## src/rtl/wdtl_pkg.sv

```systemverilog
// constants and carrier types for the lfsr-cleared watchdog timer
package wdtl_pkg;
    // register byte addresses
    localparam logic [31:0] ADDR_LOAD  = 32'hFFFF0360;
    localparam logic [31:0] ADDR_VALUE = 32'hFFFF0364;
    localparam logic [31:0] ADDR_CTRL  = 32'hFFFF0368;
    localparam logic [31:0] ADDR_CLEAR = 32'hFFFF036C;
    // reset values
    localparam logic [15:0] LOAD_RST   = 16'h0000;
    localparam logic [15:0] VALUE_RST  = 16'hFFFF;
    localparam logic [8:0]  CTRL_RST   = 9'h000;
    localparam logic [7:0]  LFSR_RST   = 8'h00;
    // control field positions and implemented-bit mask
    localparam int          CB_UP      = 8;
    localparam int          CB_EN      = 7;
    localparam int          CB_PER     = 6;
    localparam int          CB_WD      = 5;
    localparam int          CB_SEC     = 4;
    localparam int          CB_PS_HI   = 3;
    localparam int          CB_PS_LO   = 2;
    localparam int          CB_IRQ     = 1;
    localparam logic [8:0]  CTRL_MASK  = 9'h1FE;
    // prescale codes and divide-minus-one counts
    localparam logic [1:0]  PS_DIV16   = 2'h1;
    localparam logic [1:0]  PS_DIV256  = 2'h2;
    localparam logic [7:0]  PS_TOP1    = 8'h00;
    localparam logic [7:0]  PS_TOP16   = 8'h0F;
    localparam logic [7:0]  PS_TOP256  = 8'hFF;
    // source clock derived from the system clock
    localparam int          SYS_CLK_HZ = 100_000_000;
    localparam int          SRC_CLK_HZ = 32_768;
    localparam logic [11:0] SRC_TOP    = 12'(SYS_CLK_HZ / SRC_CLK_HZ - 1);
    // galois feedback for x^8 + x^6 + x^5 + x + 1
    localparam logic [7:0]  LFSR_TAPS  = 8'h63;
    localparam logic [7:0]  KEY_ZERO   = 8'h00;
    localparam logic [15:0] CNT_ZERO   = 16'h0000;
    localparam logic [15:0] CNT_FULL   = 16'hFFFF;
    // axi responses
    localparam logic [1:0]  RESP_OKAY  = 2'h0;
    localparam logic [1:0]  RESP_SLV   = 2'h2;

    typedef struct packed {
        logic        awvalid;
        logic [31:0] awaddr;
        logic        wvalid;
        logic [31:0] wdata;
        logic [3:0]  wstrb;
        logic        bready;
        logic        arvalid;
        logic [31:0] araddr;
        logic        rready;
    } wdtl_axi_req_t;

    typedef struct packed {
        logic        awready;
        logic        wready;
        logic        bvalid;
        logic [1:0]  bresp;
        logic        arready;
        logic        rvalid;
        logic [31:0] rdata;
        logic [1:0]  rresp;
    } wdtl_axi_rsp_t;
endpackage : wdtl_pkg

```

## src/rtl/wdtl_timer.sv

```systemverilog
// watchdog timer with secure lfsr clear, axi4-lite register slave
// Functional notes
// [RL1] control bit 5 enters watchdog mode
// [RL2] watchdog counts load value down to zero
// [RL3] watchdog clocked from 32 kHz source
// [RL4] divide-by-256 full load gives 512 s
// [RL5] software writes load before setting enable
// [RL6] expiry: interrupt if bit 1, else reset
// [RL7] clear write reloads counter, new period
// [RL8] load and control locked in watchdog mode
// [RL9] normal mode: general timer, scaled 32 kHz
// [RL10] prescale bits 3:2 divide 1/16/256, 11=00
// [RL11] control bit 8 selects count up
// [RL12] control bit 7 enables the timer
// [RL13] control bit 6 selects periodic mode
// [RL14] secure clear needs expected sequence value
// [RL15] expected values from 8-bit lfsr polynomial
// [RL16] seed written to clear before watchdog
// [RL17] matching write advances lfsr on reload
// [RL18] mismatch write resets immediately
// [RL19] value 0x00 always forces reset
// [RL20] lfsr state has no read path
// [RL21] normal mode clear write clears interrupt
// [RL22] value register reads count, resets 0xFFFF
// [RL23] interrupt holds until clear write
//
// The AXI4-Lite interface to the registers was left to the implementer.
`timescale 1ns/10ps
module wdtl_timer
    import wdtl_pkg::*;
(
    // clock and reset
    input  wire logic          sys_clk,
    input  wire logic          rst_n,
    // register bus
    input  wire wdtl_axi_req_t axi_req,
    output wdtl_axi_rsp_t      axi_rsp,
    // system outputs
    output logic               timer_irq,
    output logic               wdt_reset_req
);

    wdtl_axi_rsp_t rsp_r;
    logic [15:0]   load_r;
    logic [15:0]   cnt_r;
    logic [8:0]    ctrl_r;
    logic [7:0]    lfsr_r;
    logic [11:0]   src_r;
    logic [7:0]    ps_r;
    logic          irq_r;
    logic          rst_req_r;
    logic          aw_held_r;
    logic          w_held_r;
    logic [31:0]   awaddr_r;
    logic [31:0]   wdata_r;
    logic [3:0]    wstrb_r;

    logic          wr_go;
    logic          wr_hit;
    logic          wr_load;
    logic          wr_ctrl;
    logic          wr_clr;
    logic [31:0]   wmask;
    logic [15:0]   load_nxt;
    logic [8:0]    ctrl_nxt;
    logic          wd_mode;
    logic          wd_enter;
    logic          secure;
    logic          key_ok;
    logic          src_tick;
    logic          step;
    logic [7:0]    ps_top;
    logic          expire;
    logic          norm_evt;
    logic          wd_clr_ok;
    logic          wd_clr_bad;
    logic [7:0]    lfsr_nxt;
    logic          rd_go;

    assign axi_rsp       = rsp_r;
    assign timer_irq     = irq_r;
    assign wdt_reset_req = rst_req_r;

    // write path: address and data accepted in either order
    assign wr_go   = aw_held_r && w_held_r && !rsp_r.bvalid;
    assign wr_hit  = awaddr_r == ADDR_LOAD || awaddr_r == ADDR_CTRL
                     || awaddr_r == ADDR_CLEAR;
    assign wr_load = wr_go && awaddr_r == ADDR_LOAD;
    assign wr_ctrl = wr_go && awaddr_r == ADDR_CTRL;
    assign wr_clr  = wr_go && awaddr_r == ADDR_CLEAR && wstrb_r[0];
    assign rd_go   = axi_req.arvalid && rsp_r.arready;

    genvar gi;
    generate
        for (gi = 0; gi < 4; gi++)
        begin : g_lane
            assign wmask[gi*8 +: 8] = {8{wstrb_r[gi]}};
        end
    endgenerate

    assign load_nxt = (load_r & ~wmask[15:0]) | (wdata_r[15:0] & wmask[15:0]);
    assign ctrl_nxt = ((ctrl_r & ~wmask[8:0]) | (wdata_r[8:0] & wmask[8:0]))
                      & CTRL_MASK;

    assign wd_mode  = ctrl_r[CB_WD];
    assign secure   = ctrl_r[CB_SEC];
    assign wd_enter = wr_ctrl && !wd_mode && ctrl_nxt[CB_WD]; // [RL1]

    always_ff @(posedge sys_clk or negedge rst_n)
    begin
        if (!rst_n)
        begin
            aw_held_r <= 1'b0;
            w_held_r  <= 1'b0;
            awaddr_r  <= '0;
            wdata_r   <= '0;
            wstrb_r   <= '0;
        end
        else
        begin
            if (axi_req.awvalid && rsp_r.awready)
            begin
                aw_held_r <= 1'b1;
                awaddr_r  <= axi_req.awaddr;
            end
            else if (wr_go)
            begin
                aw_held_r <= 1'b0;
            end
            if (axi_req.wvalid && rsp_r.wready)
            begin
                w_held_r <= 1'b1;
                wdata_r  <= axi_req.wdata;
                wstrb_r  <= axi_req.wstrb;
            end
            else if (wr_go)
            begin
                w_held_r <= 1'b0;
            end
        end
    end

    // bus responses; one write and one read in flight
    always_ff @(posedge sys_clk or negedge rst_n)
    begin
        if (!rst_n)
        begin
            rsp_r <= '0;
        end
        else
        begin
            rsp_r.awready <= !aw_held_r && !(axi_req.awvalid && rsp_r.awready)
                             && !rsp_r.bvalid;
            rsp_r.wready  <= !w_held_r && !(axi_req.wvalid && rsp_r.wready)
                             && !rsp_r.bvalid;
            if (wr_go)
            begin
                rsp_r.bvalid <= 1'b1;
                rsp_r.bresp  <= wr_hit ? RESP_OKAY : RESP_SLV;
            end
            else if (axi_req.bready)
            begin
                rsp_r.bvalid <= 1'b0;
            end
            rsp_r.arready <= !rsp_r.rvalid && !rd_go;
            if (rd_go)
            begin
                rsp_r.rvalid <= 1'b1;
                rsp_r.rresp  <= RESP_OKAY;
                rsp_r.rdata  <= '0;
                case (axi_req.araddr)
                    ADDR_LOAD:  rsp_r.rdata[15:0] <= load_r;
                    ADDR_VALUE: rsp_r.rdata[15:0] <= cnt_r; // [RL22]
                    ADDR_CTRL:  rsp_r.rdata[8:0]  <= ctrl_r;
                    ADDR_CLEAR: rsp_r.rdata       <= '0; // [RL20]
                    default:    rsp_r.rresp       <= RESP_SLV;
                endcase
            end
            else if (axi_req.rready)
            begin
                rsp_r.rvalid <= 1'b0;
            end
        end
    end

    // load and control; frozen once watchdog mode is on
    always_ff @(posedge sys_clk or negedge rst_n)
    begin
        if (!rst_n)
        begin
            load_r <= LOAD_RST;
            ctrl_r <= CTRL_RST;
        end
        else if (!wd_mode) // [RL8]
        begin
            if (wr_load)
            begin
                load_r <= load_nxt;
            end
            if (wr_ctrl)
            begin
                ctrl_r <= ctrl_nxt;
            end
        end
    end

    // 32 kHz source from the system clock, then the prescaler
    always_ff @(posedge sys_clk or negedge rst_n)
    begin
        if (!rst_n)
        begin
            src_r <= '0;
        end
        else
        begin
            src_r <= src_tick ? '0 : src_r + 12'h001; // [RL3] [RL9]
        end
    end
    assign src_tick = src_r == SRC_TOP;

    always_comb
    begin
        case (ctrl_r[CB_PS_HI:CB_PS_LO]) // [RL10]
            PS_DIV16:  ps_top = PS_TOP16;
            PS_DIV256: ps_top = PS_TOP256; // [RL4]
            default:   ps_top = PS_TOP1;
        endcase
    end

    always_ff @(posedge sys_clk or negedge rst_n)
    begin
        if (!rst_n)
        begin
            ps_r <= '0;
        end
        else if (wr_ctrl || wd_enter)
        begin
            ps_r <= '0;
        end
        else if (src_tick)
        begin
            ps_r <= (ps_r >= ps_top) ? '0 : ps_r + 8'h01;
        end
    end
    assign step = src_tick && ps_r >= ps_top;

    // secure key compare; zero never matches
    assign key_ok     = wdata_r[7:0] == lfsr_r && wdata_r[7:0] != KEY_ZERO; // [RL19]
    assign wd_clr_ok  = wd_mode && wr_clr && (!secure || key_ok); // [RL14]
    assign wd_clr_bad = wd_mode && wr_clr && secure && !key_ok; // [RL18]
    assign lfsr_nxt   = {lfsr_r[6:0], 1'b0} ^ (lfsr_r[7] ? LFSR_TAPS : KEY_ZERO); // [RL15]
    // expiry taken on the step that finds the count at zero
    assign expire     = wd_mode && step && cnt_r == CNT_ZERO && !wd_clr_ok;
    assign norm_evt   = !wd_mode && ctrl_r[CB_EN] && step
                        && cnt_r == (ctrl_r[CB_UP] ? CNT_FULL : CNT_ZERO);

    // counter
    always_ff @(posedge sys_clk or negedge rst_n)
    begin
        if (!rst_n)
        begin
            cnt_r <= VALUE_RST;
        end
        else if (wd_enter)
        begin
            cnt_r <= load_r; // [RL2] [RL5]
        end
        else if (wd_mode)
        begin
            if (wd_clr_ok || expire)
            begin
                cnt_r <= load_r; // [RL7]
            end
            else if (step)
            begin
                cnt_r <= cnt_r - 16'h0001; // [RL2]
            end
        end
        else if (ctrl_r[CB_EN] && step) // [RL12]
        begin
            if (norm_evt)
            begin
                cnt_r <= ctrl_r[CB_PER] ? load_r // [RL13]
                         : (ctrl_r[CB_UP] ? CNT_ZERO : CNT_FULL);
            end
            else
            begin
                cnt_r <= ctrl_r[CB_UP] ? cnt_r + 16'h0001 : cnt_r - 16'h0001; // [RL11]
            end
        end
    end

    // lfsr: seeded outside watchdog mode, advanced on good clears in secure mode
    always_ff @(posedge sys_clk or negedge rst_n)
    begin
        if (!rst_n)
        begin
            lfsr_r <= LFSR_RST;
        end
        else if (!wd_mode && wr_clr)
        begin
            lfsr_r <= wdata_r[7:0]; // [RL16]
        end
        else if (wd_clr_ok && secure)
        begin
            lfsr_r <= lfsr_nxt; // [RL17]
        end
    end

    // interrupt: a new event wins over a clear in the same cycle
    always_ff @(posedge sys_clk or negedge rst_n)
    begin
        if (!rst_n)
        begin
            irq_r <= 1'b0;
        end
        else if (norm_evt || (expire && ctrl_r[CB_IRQ]))
        begin
            irq_r <= 1'b1; // [RL6] [RL23]
        end
        else if (wr_clr)
        begin
            irq_r <= 1'b0; // [RL21]
        end
    end

    // reset request is a one-cycle pulse to the system reset logic
    always_ff @(posedge sys_clk or negedge rst_n)
    begin
        if (!rst_n)
        begin
            rst_req_r <= 1'b0;
        end
        else
        begin
            rst_req_r <= (expire && !ctrl_r[CB_IRQ]) || wd_clr_bad; // [RL6] [RL18]
        end
    end
endmodule : wdtl_timer

```

## config.mk

```make
export PLATFORM = sky130hd
export DESIGN_NAME = wdtl_timer
export DESIGN_NICKNAME = d
export VERILOG_FILES = /design/src/rtl/wdtl_pkg.sv /design/src/rtl/wdtl_timer.sv
export SDC_FILE = /design/constraint.sdc
export NUM_CORES = 1
export LEC_CHECK = 0
export ABC_AREA = 1
export BUFFER_PORTS_ARGS = -buffer_cell sky130_fd_sc_hd__buf_2
export CORE_MARGIN = 5
export CORE_UTILIZATION = 57
export DETAILED_ROUTE_END_ITERATION = 8
export PLACE_DENSITY = 0.86
export SLEW_MARGIN = 20
export SYNTH_ARGS = -nofsm -noshare
export SYNTH_HDL_FRONTEND = slang
export SYNTH_SLANG_ARGS = --single-unit
```

## constraint.sdc

```tcl
create_clock -name sys_clk -period 2.7 [get_ports sys_clk]
set_input_delay 0.54 -clock sys_clk [delete_from_list [all_inputs] [get_ports sys_clk]]
set_output_delay 0.54 -clock sys_clk [all_outputs]
set_load 0.01 [all_outputs]
```

# Yosys cells after proc, flatten, opt, wreduce, memory -nomap -nowiden
# Cells that the tools add are included.
word_totals:
  ff_bits: 147
  input_bits: 107
classes:
  n_addsub: 4
  magnitude_cmp: 1
  eq_ne: 13
  n_mux: 33
  bitwise: 10
  n_reduce_logical: 66
ops:
  columns: ["operator", "n"]
  rows:
  - ["$eq A32 B32 Y1 const B", 7]
  - ["$mux W16", 10]
  - ["$mux W8", 5]
  - ["$logic_and A1 B1 Y1", 33]
  - ["$and A16 B16 Y16", 2]
  - ["$pmux W9 S3", 1]
  - ["$and A9 B9 Y9", 2]
  - ["$add A16 B1 Y16 const B", 1]
  - ["$eq A16 B16 Y1", 1]
  - ["$logic_not A16 Y1", 1]
  - ["$not A16 Y16", 1]
  - ["$or A16 B16 Y16", 1]
  - ["$pmux W8 S2", 1]
  - ["$sub A16 B1 Y16 const B", 1]
  - ["$pmux W7 S2", 1]
  - ["$reduce_bool A2 Y1", 7]
  - ["$add A12 B1 Y12 const B", 1]
  - ["$eq A12 B12 Y1 const B", 1]
  - ["$logic_not A1 Y1", 12]
  - ["$mux W12", 1]
  - ["$mux W6", 2]
  - ["$mux W1", 9]
  - ["$not A9 Y9", 1]
  - ["$or A9 B9 Y9", 1]
  - ["other kinds (15)", 24]

# Logic depth before layout (Yosys ltp)
logic_depth:
  depth_word: 12
  ltp_mapped: 17
  mapped_depth_nobuf: 17

# Worst setup path before layout
# Ideal clock, no wire load.
synth_timing:
  kind: "register -> register"
  from: "register (tool-made name)"
  to: "register cnt_r[13]"
  setup_time_ns: 0.076
  t_arrival_ns: 2.016
  required_ns: 2.624
  slack_ns: 0.609
  stages_incl_launch_ff: 18
  cell_sequence: "dfrtp_1 > inv_1 > ha_1 > ha_1 > nor2_1 > nor2_1 > nand2_1 > nand2_1 > nand2_1 > nand2_2 > nand3_4 > nor2_8 > buf_8 > nand2_1 > nand3_1 > nand3_1 > nand2_1 > nand2_1"
synth_lines:
  columns: ["item", "line_no", "source"]
  rows:
  - ["end signal, assigned", "wdtl_timer.sv:266", "cnt_r <= load_r;"]
  - ["end signal, assigned", "wdtl_timer.sv:272", "cnt_r <= load_r;"]
  - ["end signal, assigned", "wdtl_timer.sv:276", "cnt_r <= cnt_r - 16'h0001;"]
  - ["end, declared", "wdtl_timer.sv:45", "logic [15:0] cnt_r;"]

==> results.md <==
Yosys:
- The area of the mapped netlist is 8840 um2.
- The number of enable-type register cells in the synthesized netlist is 0.
- The most used flip-flop cell after synthesis is sky130_fd_sc_hd__dfrtp_1.
- Summing the areas of all compound-gate instances in the mapped netlist gives 9.48% of the synthesized area.
- Summing the areas of all xor and xnor instances in the mapped netlist gives 1.68% of the synthesized area.
- The multiplexer share of the synthesized area is 5.33%.
- Yosys printed 0 warnings.
- After Yosys synthesis, and, or, nand and nor cells account for 30.7% of the synthesized area.
- Of all flip-flops after synthesis, the portion carrying an async set or reset was 100%.
- After synthesis, the largest family of logic cells by area is simple AND/OR/NAND/NOR gates.
- Counting flops and latches in the post-synthesis netlist gives 145.
- The number of different library cells in the post-synthesis netlist is 52.
- Counting every instance in the synthesized netlist gives 1174.
- The mean post-synth cell area is 7.53 um2.
- After synthesis, flip-flops and latches occupy 41.3% of the total area.
- The post-synthesis adder-cell area fraction is 1.84%.

Global routing:
- The global-route wire length before repair is 37.9 mm.
- The overall global routing resource usage is 25.8%.
- For this run the aggregate overflow at the end of global routing stands at 0.
- The via count of the first global-routing pass is 7747.
- The initial antenna violation count is 0.
- The pin count of the biggest net entering global routing is 58.

STA:
- The count of final hold-check violations came to 0.
- Subtracting the final worst setup slack from the clock period gives 2.47 ns.
- The max-slew violation count was 0.
- The share of the clock period used by the worst path after layout is 91.6%.
- Setup slack on the critical path of the routed design comes to 0.228 ns.
- The worst pin sits at a relative slew slack of 56.1%.
- Setup repair after global routing left no endpoint under its margin.
- The final setup TNS is 0 ns.
- The achievable frequency is 404 MHz.
- The transition at the pin with the smallest max-transition slack is 0.657 ns.
- The clock arrives with 0.00796 ns of skew.
- The number of failing setup endpoints in the final timing report is 0.

Power:
- The static leakage is 5.10 nW.
- The maximum ir drop on the vdd rail is 0.705 mV.
- Dividing total power by cell area gives a power density of 622 nW/um2.

CTS:
- The clock input transition at the sequential cells of the worst setup and hold paths is 0.07 ns.
- The number of buffers between clock root and the deepest sink is 2.
- TritonCTS created 17 clock buffers.
- TritonCTS built the clock tree.
- Counting every sink on the clock net gives 145.
- The master cell of the clock root buffer is sky130_fd_sc_hd__clkbuf_16.
- The number of hold-repair buffers added at the cts stage is 0.
- The insertion delay to the later sink of the worst-skew pair is 0.44 ns.
- The H-tree was split into 4 levels.

Final layout:
- The non-filler instance count after layout is 1492.
- After the last flow step, the layout net total stands at 1411.
- The post-route core utilization is 66.9%.
- Compared with the post-synthesis result, the final layout area differs by 15.1%.
- Counting the fill cells in the layout gives 1245.
- Leaving out fill and tap cells, the most frequent cells in the layout are sky130_fd_sc_hd__nand2_1, sky130_fd_sc_hd__dfrtp_1, sky130_fd_sc_hd__inv_1, sky130_fd_sc_hd__buf_2, sky130_fd_sc_hd__nand3_1.
- 0 antenna diodes ended up in the layout.
- The fraction of final layout cells with drive strength greater than 1 is 20.6%.
- The most common cell after layout, fill and taps aside is sky130_fd_sc_hd__nand2_1.

Routing:
- The post-detailed-route wirelength per cell is 15.3 um.
- The final route contains 8337 vias.
- The post-detailed-route DRC marker count is 0.
- The detailed-router iteration count before antenna repair is 6.
- The routed via count divided by cell count is 5.59.
- In this run, the number of DRC markers left after iteration 0 of detailed routing was 753.
- The detail route stage leaves a number of antenna-violating nets equal to 0.
- For this block, the routed nets add up to 22.8 mm of wire.

Outcome:
- The flow ran to the end, and the final reports show no timing, DRC or antenna violations.

Die:
- The total area inside the core boundary comes to 15200 um2.
- The floorplan step set the die height to 135 um.
- The die footprint is 18100 um2.
- The initialized floorplan defines 45 standard-cell rows.
- The count of pins on the block boundary is 150.
- The floorplan step set the die width to 135 um.
- For this configuration, the core starts out at a cell density of 58.2%.

Placement:
- The count of port buffers added during placement is 113.
- Detailed placement finished with a half-perimeter wire length of 16.4 mm.
- The worst setup slack after placement is 0.217 ns.
- The number of cells after detailed placement is 1453.
- The placer's final routability congestion estimate is 1.00.

Min path:
- The tightest min-delay check is of the input pin to async pin type.

Worst setup path:
- STA classifies the critical path startpoint as a flop.
- Data arrives at the worst endpoint at 2.86 ns.
- The endpoint identified for the worst register-to-register timing path is cnt_r[2].
- The highest fanout seen on the critical path is 8.
- The largest incremental delay on the critical path is 0.36 ns.
- The setup check on the worst reg-to-reg path leaves a slack of 0.23 ns.
- The path type of the worst setup path is flop to flop.
- The slowest stage of the critical path belongs to the cell sky130_fd_sc_hd__dfrtp_1.
- The critical path capture point type is a flop.
- The dominant delay contributor by cell family on the critical path is simple AND/OR/NAND/NOR gates.
- The required time of the critical path is 3.08 ns.
- Walking the worst path, the cells encountered are inv_1 > ha_1 > ha_1 > nor2_1 > nor2_1 > nand2_1 > nand2_1 > nand2_1 > nand2_4 > nand3_4 > nor2_8 > buf_4 > nand2_1 > nand3_1 > nand2_1 > nand2_1 > nand2_1 > nand2_1.
- The number of buffers and inverters on the critical path is 2.
- The most numerous cell on the critical path is sky130_fd_sc_hd__nand2_1.
- The length in cells of the worst reg-to-reg path is 18.

Run:
- The number of max-capacitance violations reported is 0.
-- how the worst max path moves through the flow --
stage	start	to	cells past startpoint
3_5_place_dp	flop	cnt_r[12]	17
5_1_grt	flop	cnt_r[4]	16
2_1_floorplan	flop	cnt_r[13]	17
6_report	flop	cnt_r[2]	18
4_1_cts	flop	cnt_r[12]	17
3_3_place_gp	flop	cnt_r[12]	17
-- power breakdown --
group | internal (W) | switching, W | leakage, nW
combinational | 0.000488 | 0.000590 | 2.99
sequential | 0.00260 | 0.000259 | 1.81
clock | 0.00134 | 0.00105 | 0.298
-- routing by layer --
metal	global-route usage [%]	routed length, um	vias up
met5	0	0	-
met2	41.3	10400	423
met4	9.05	617	0
li1	-	-	4012
met3	4.81	2180	64
met1	35.6	9610	3838
-- layout make-up --
| type | count | area [um2] | share of cell area [%] |
|---|---|---|---|
| Clock inverter | 14 | 166 | 1.64 |
| Multi-Input combinational cell | 864 | 4430 | 43.5 |
| Inverter | 127 | 477 | 4.68 |
| Tap cell | 188 | 235 | 2.31 |
| Sequential cell | 145 | 3650 | 35.8 |
| Clock buffer | 18 | 439 | 4.32 |
| Timing Repair Buffer | 136 | 782 | 7.68 |
-- synthesized netlist by cell type, types with 3 or more instances --
| master | instances | area (um2) |
|---|---|---|
| sky130_fd_sc_hd__buf_4 | 23 | 173 |
| sky130_fd_sc_hd__dfrtp_1 | 129 | 3230 |
| sky130_fd_sc_hd__xnor2_1 | 8 | 70.1 |
| sky130_fd_sc_hd__nand2_2 | 7 | 43.8 |
| sky130_fd_sc_hd__nand3b_1 | 4 | 30.0 |
| sky130_fd_sc_hd__nand3_1 | 110 | 551 |
| sky130_fd_sc_hd__a21oi_1 | 58 | 290 |
| sky130_fd_sc_hd__nand2_4 | 3 | 33.8 |
| sky130_fd_sc_hd__inv_1 | 120 | 450 |
| sky130_fd_sc_hd__o21ai_0 | 81 | 405 |
| sky130_fd_sc_hd__nor3_1 | 8 | 40.0 |
| sky130_fd_sc_hd__dfstp_2 | 16 | 420 |
| sky130_fd_sc_hd__ha_1 | 13 | 163 |
| sky130_fd_sc_hd__nand2_1 | 329 | 1230 |
| sky130_fd_sc_hd__o22ai_1 | 8 | 50.1 |
| sky130_fd_sc_hd__buf_6 | 7 | 78.8 |
| sky130_fd_sc_hd__nor2_1 | 106 | 398 |
| sky130_fd_sc_hd__nor2_4 | 3 | 33.8 |
| sky130_fd_sc_hd__or2_2 | 4 | 25.0 |
| sky130_fd_sc_hd__clkbuf_1 | 17 | 63.8 |
| sky130_fd_sc_hd__mux2_2 | 41 | 462 |
| sky130_fd_sc_hd__nand4_1 | 18 | 113 |
| sky130_fd_sc_hd__nor2_2 | 7 | 43.8 |
| sky130_fd_sc_hd__inv_2 | 7 | 26.3 |
| sky130_fd_sc_hd__xor2_1 | 9 | 78.8 |
| sky130_fd_sc_hd__buf_2 | 6 | 30.0 |
-- cell families (layout without fill, tap and decap cells) --
family	Yosys count	after routing
and+or+nand+nor	614	615
buffers and inverters	183	295
AOI/OAI and AO/OA	159	159
DFF	145	145
muxes	42	42
xor gates and xnor gates	17	17
adders and majority gates	13	13
other	1	18
-- stage by stage --
stage | hold slack, ns | power [W] | instance area (um2)
after floorplan | 0.244 | 0.00358 | 8910
after global placement | 0.423 | 0.00387 | 9500
after detailed placement | 0.429 | 0.00396 | 9500
after CTS | 0.0699 | 0.00637 | 10100
after global routing | 0.0981 | 0.00665 | 10200
final | 0.0540 | 0.00633 | 10200
-- repair_timing --
| item | 4_1_cts | 5_1_grt |
|---|---|---|
| setup buffers | 0 | 6 |
| resized for setup | 0 | 2 |
| setup endpoints to repair | 0 | 13 |
-- worst register-to-register path: stages (launching register included) --
cell,delay (ns)
sky130_fd_sc_hd__dfrtp_1,0.36
sky130_fd_sc_hd__inv_1,0.08
sky130_fd_sc_hd__ha_1,0.32
sky130_fd_sc_hd__ha_1,0.28
sky130_fd_sc_hd__nor2_1,0.05
sky130_fd_sc_hd__nor2_1,0.08
sky130_fd_sc_hd__nand2_1,0.05
sky130_fd_sc_hd__nand2_1,0.05
sky130_fd_sc_hd__nand2_1,0.08
sky130_fd_sc_hd__nand2_4,0.14
sky130_fd_sc_hd__nand3_4,0.18
sky130_fd_sc_hd__nor2_8,0.25
sky130_fd_sc_hd__buf_4,0.16
sky130_fd_sc_hd__nand2_1,0.05
sky130_fd_sc_hd__nand3_1,0.07
sky130_fd_sc_hd__nand2_1,0.05
sky130_fd_sc_hd__nand2_1,0.05
sky130_fd_sc_hd__nand2_1,0.05
sky130_fd_sc_hd__nand2_1,0.05
Power figures use the tool's default switching activity.
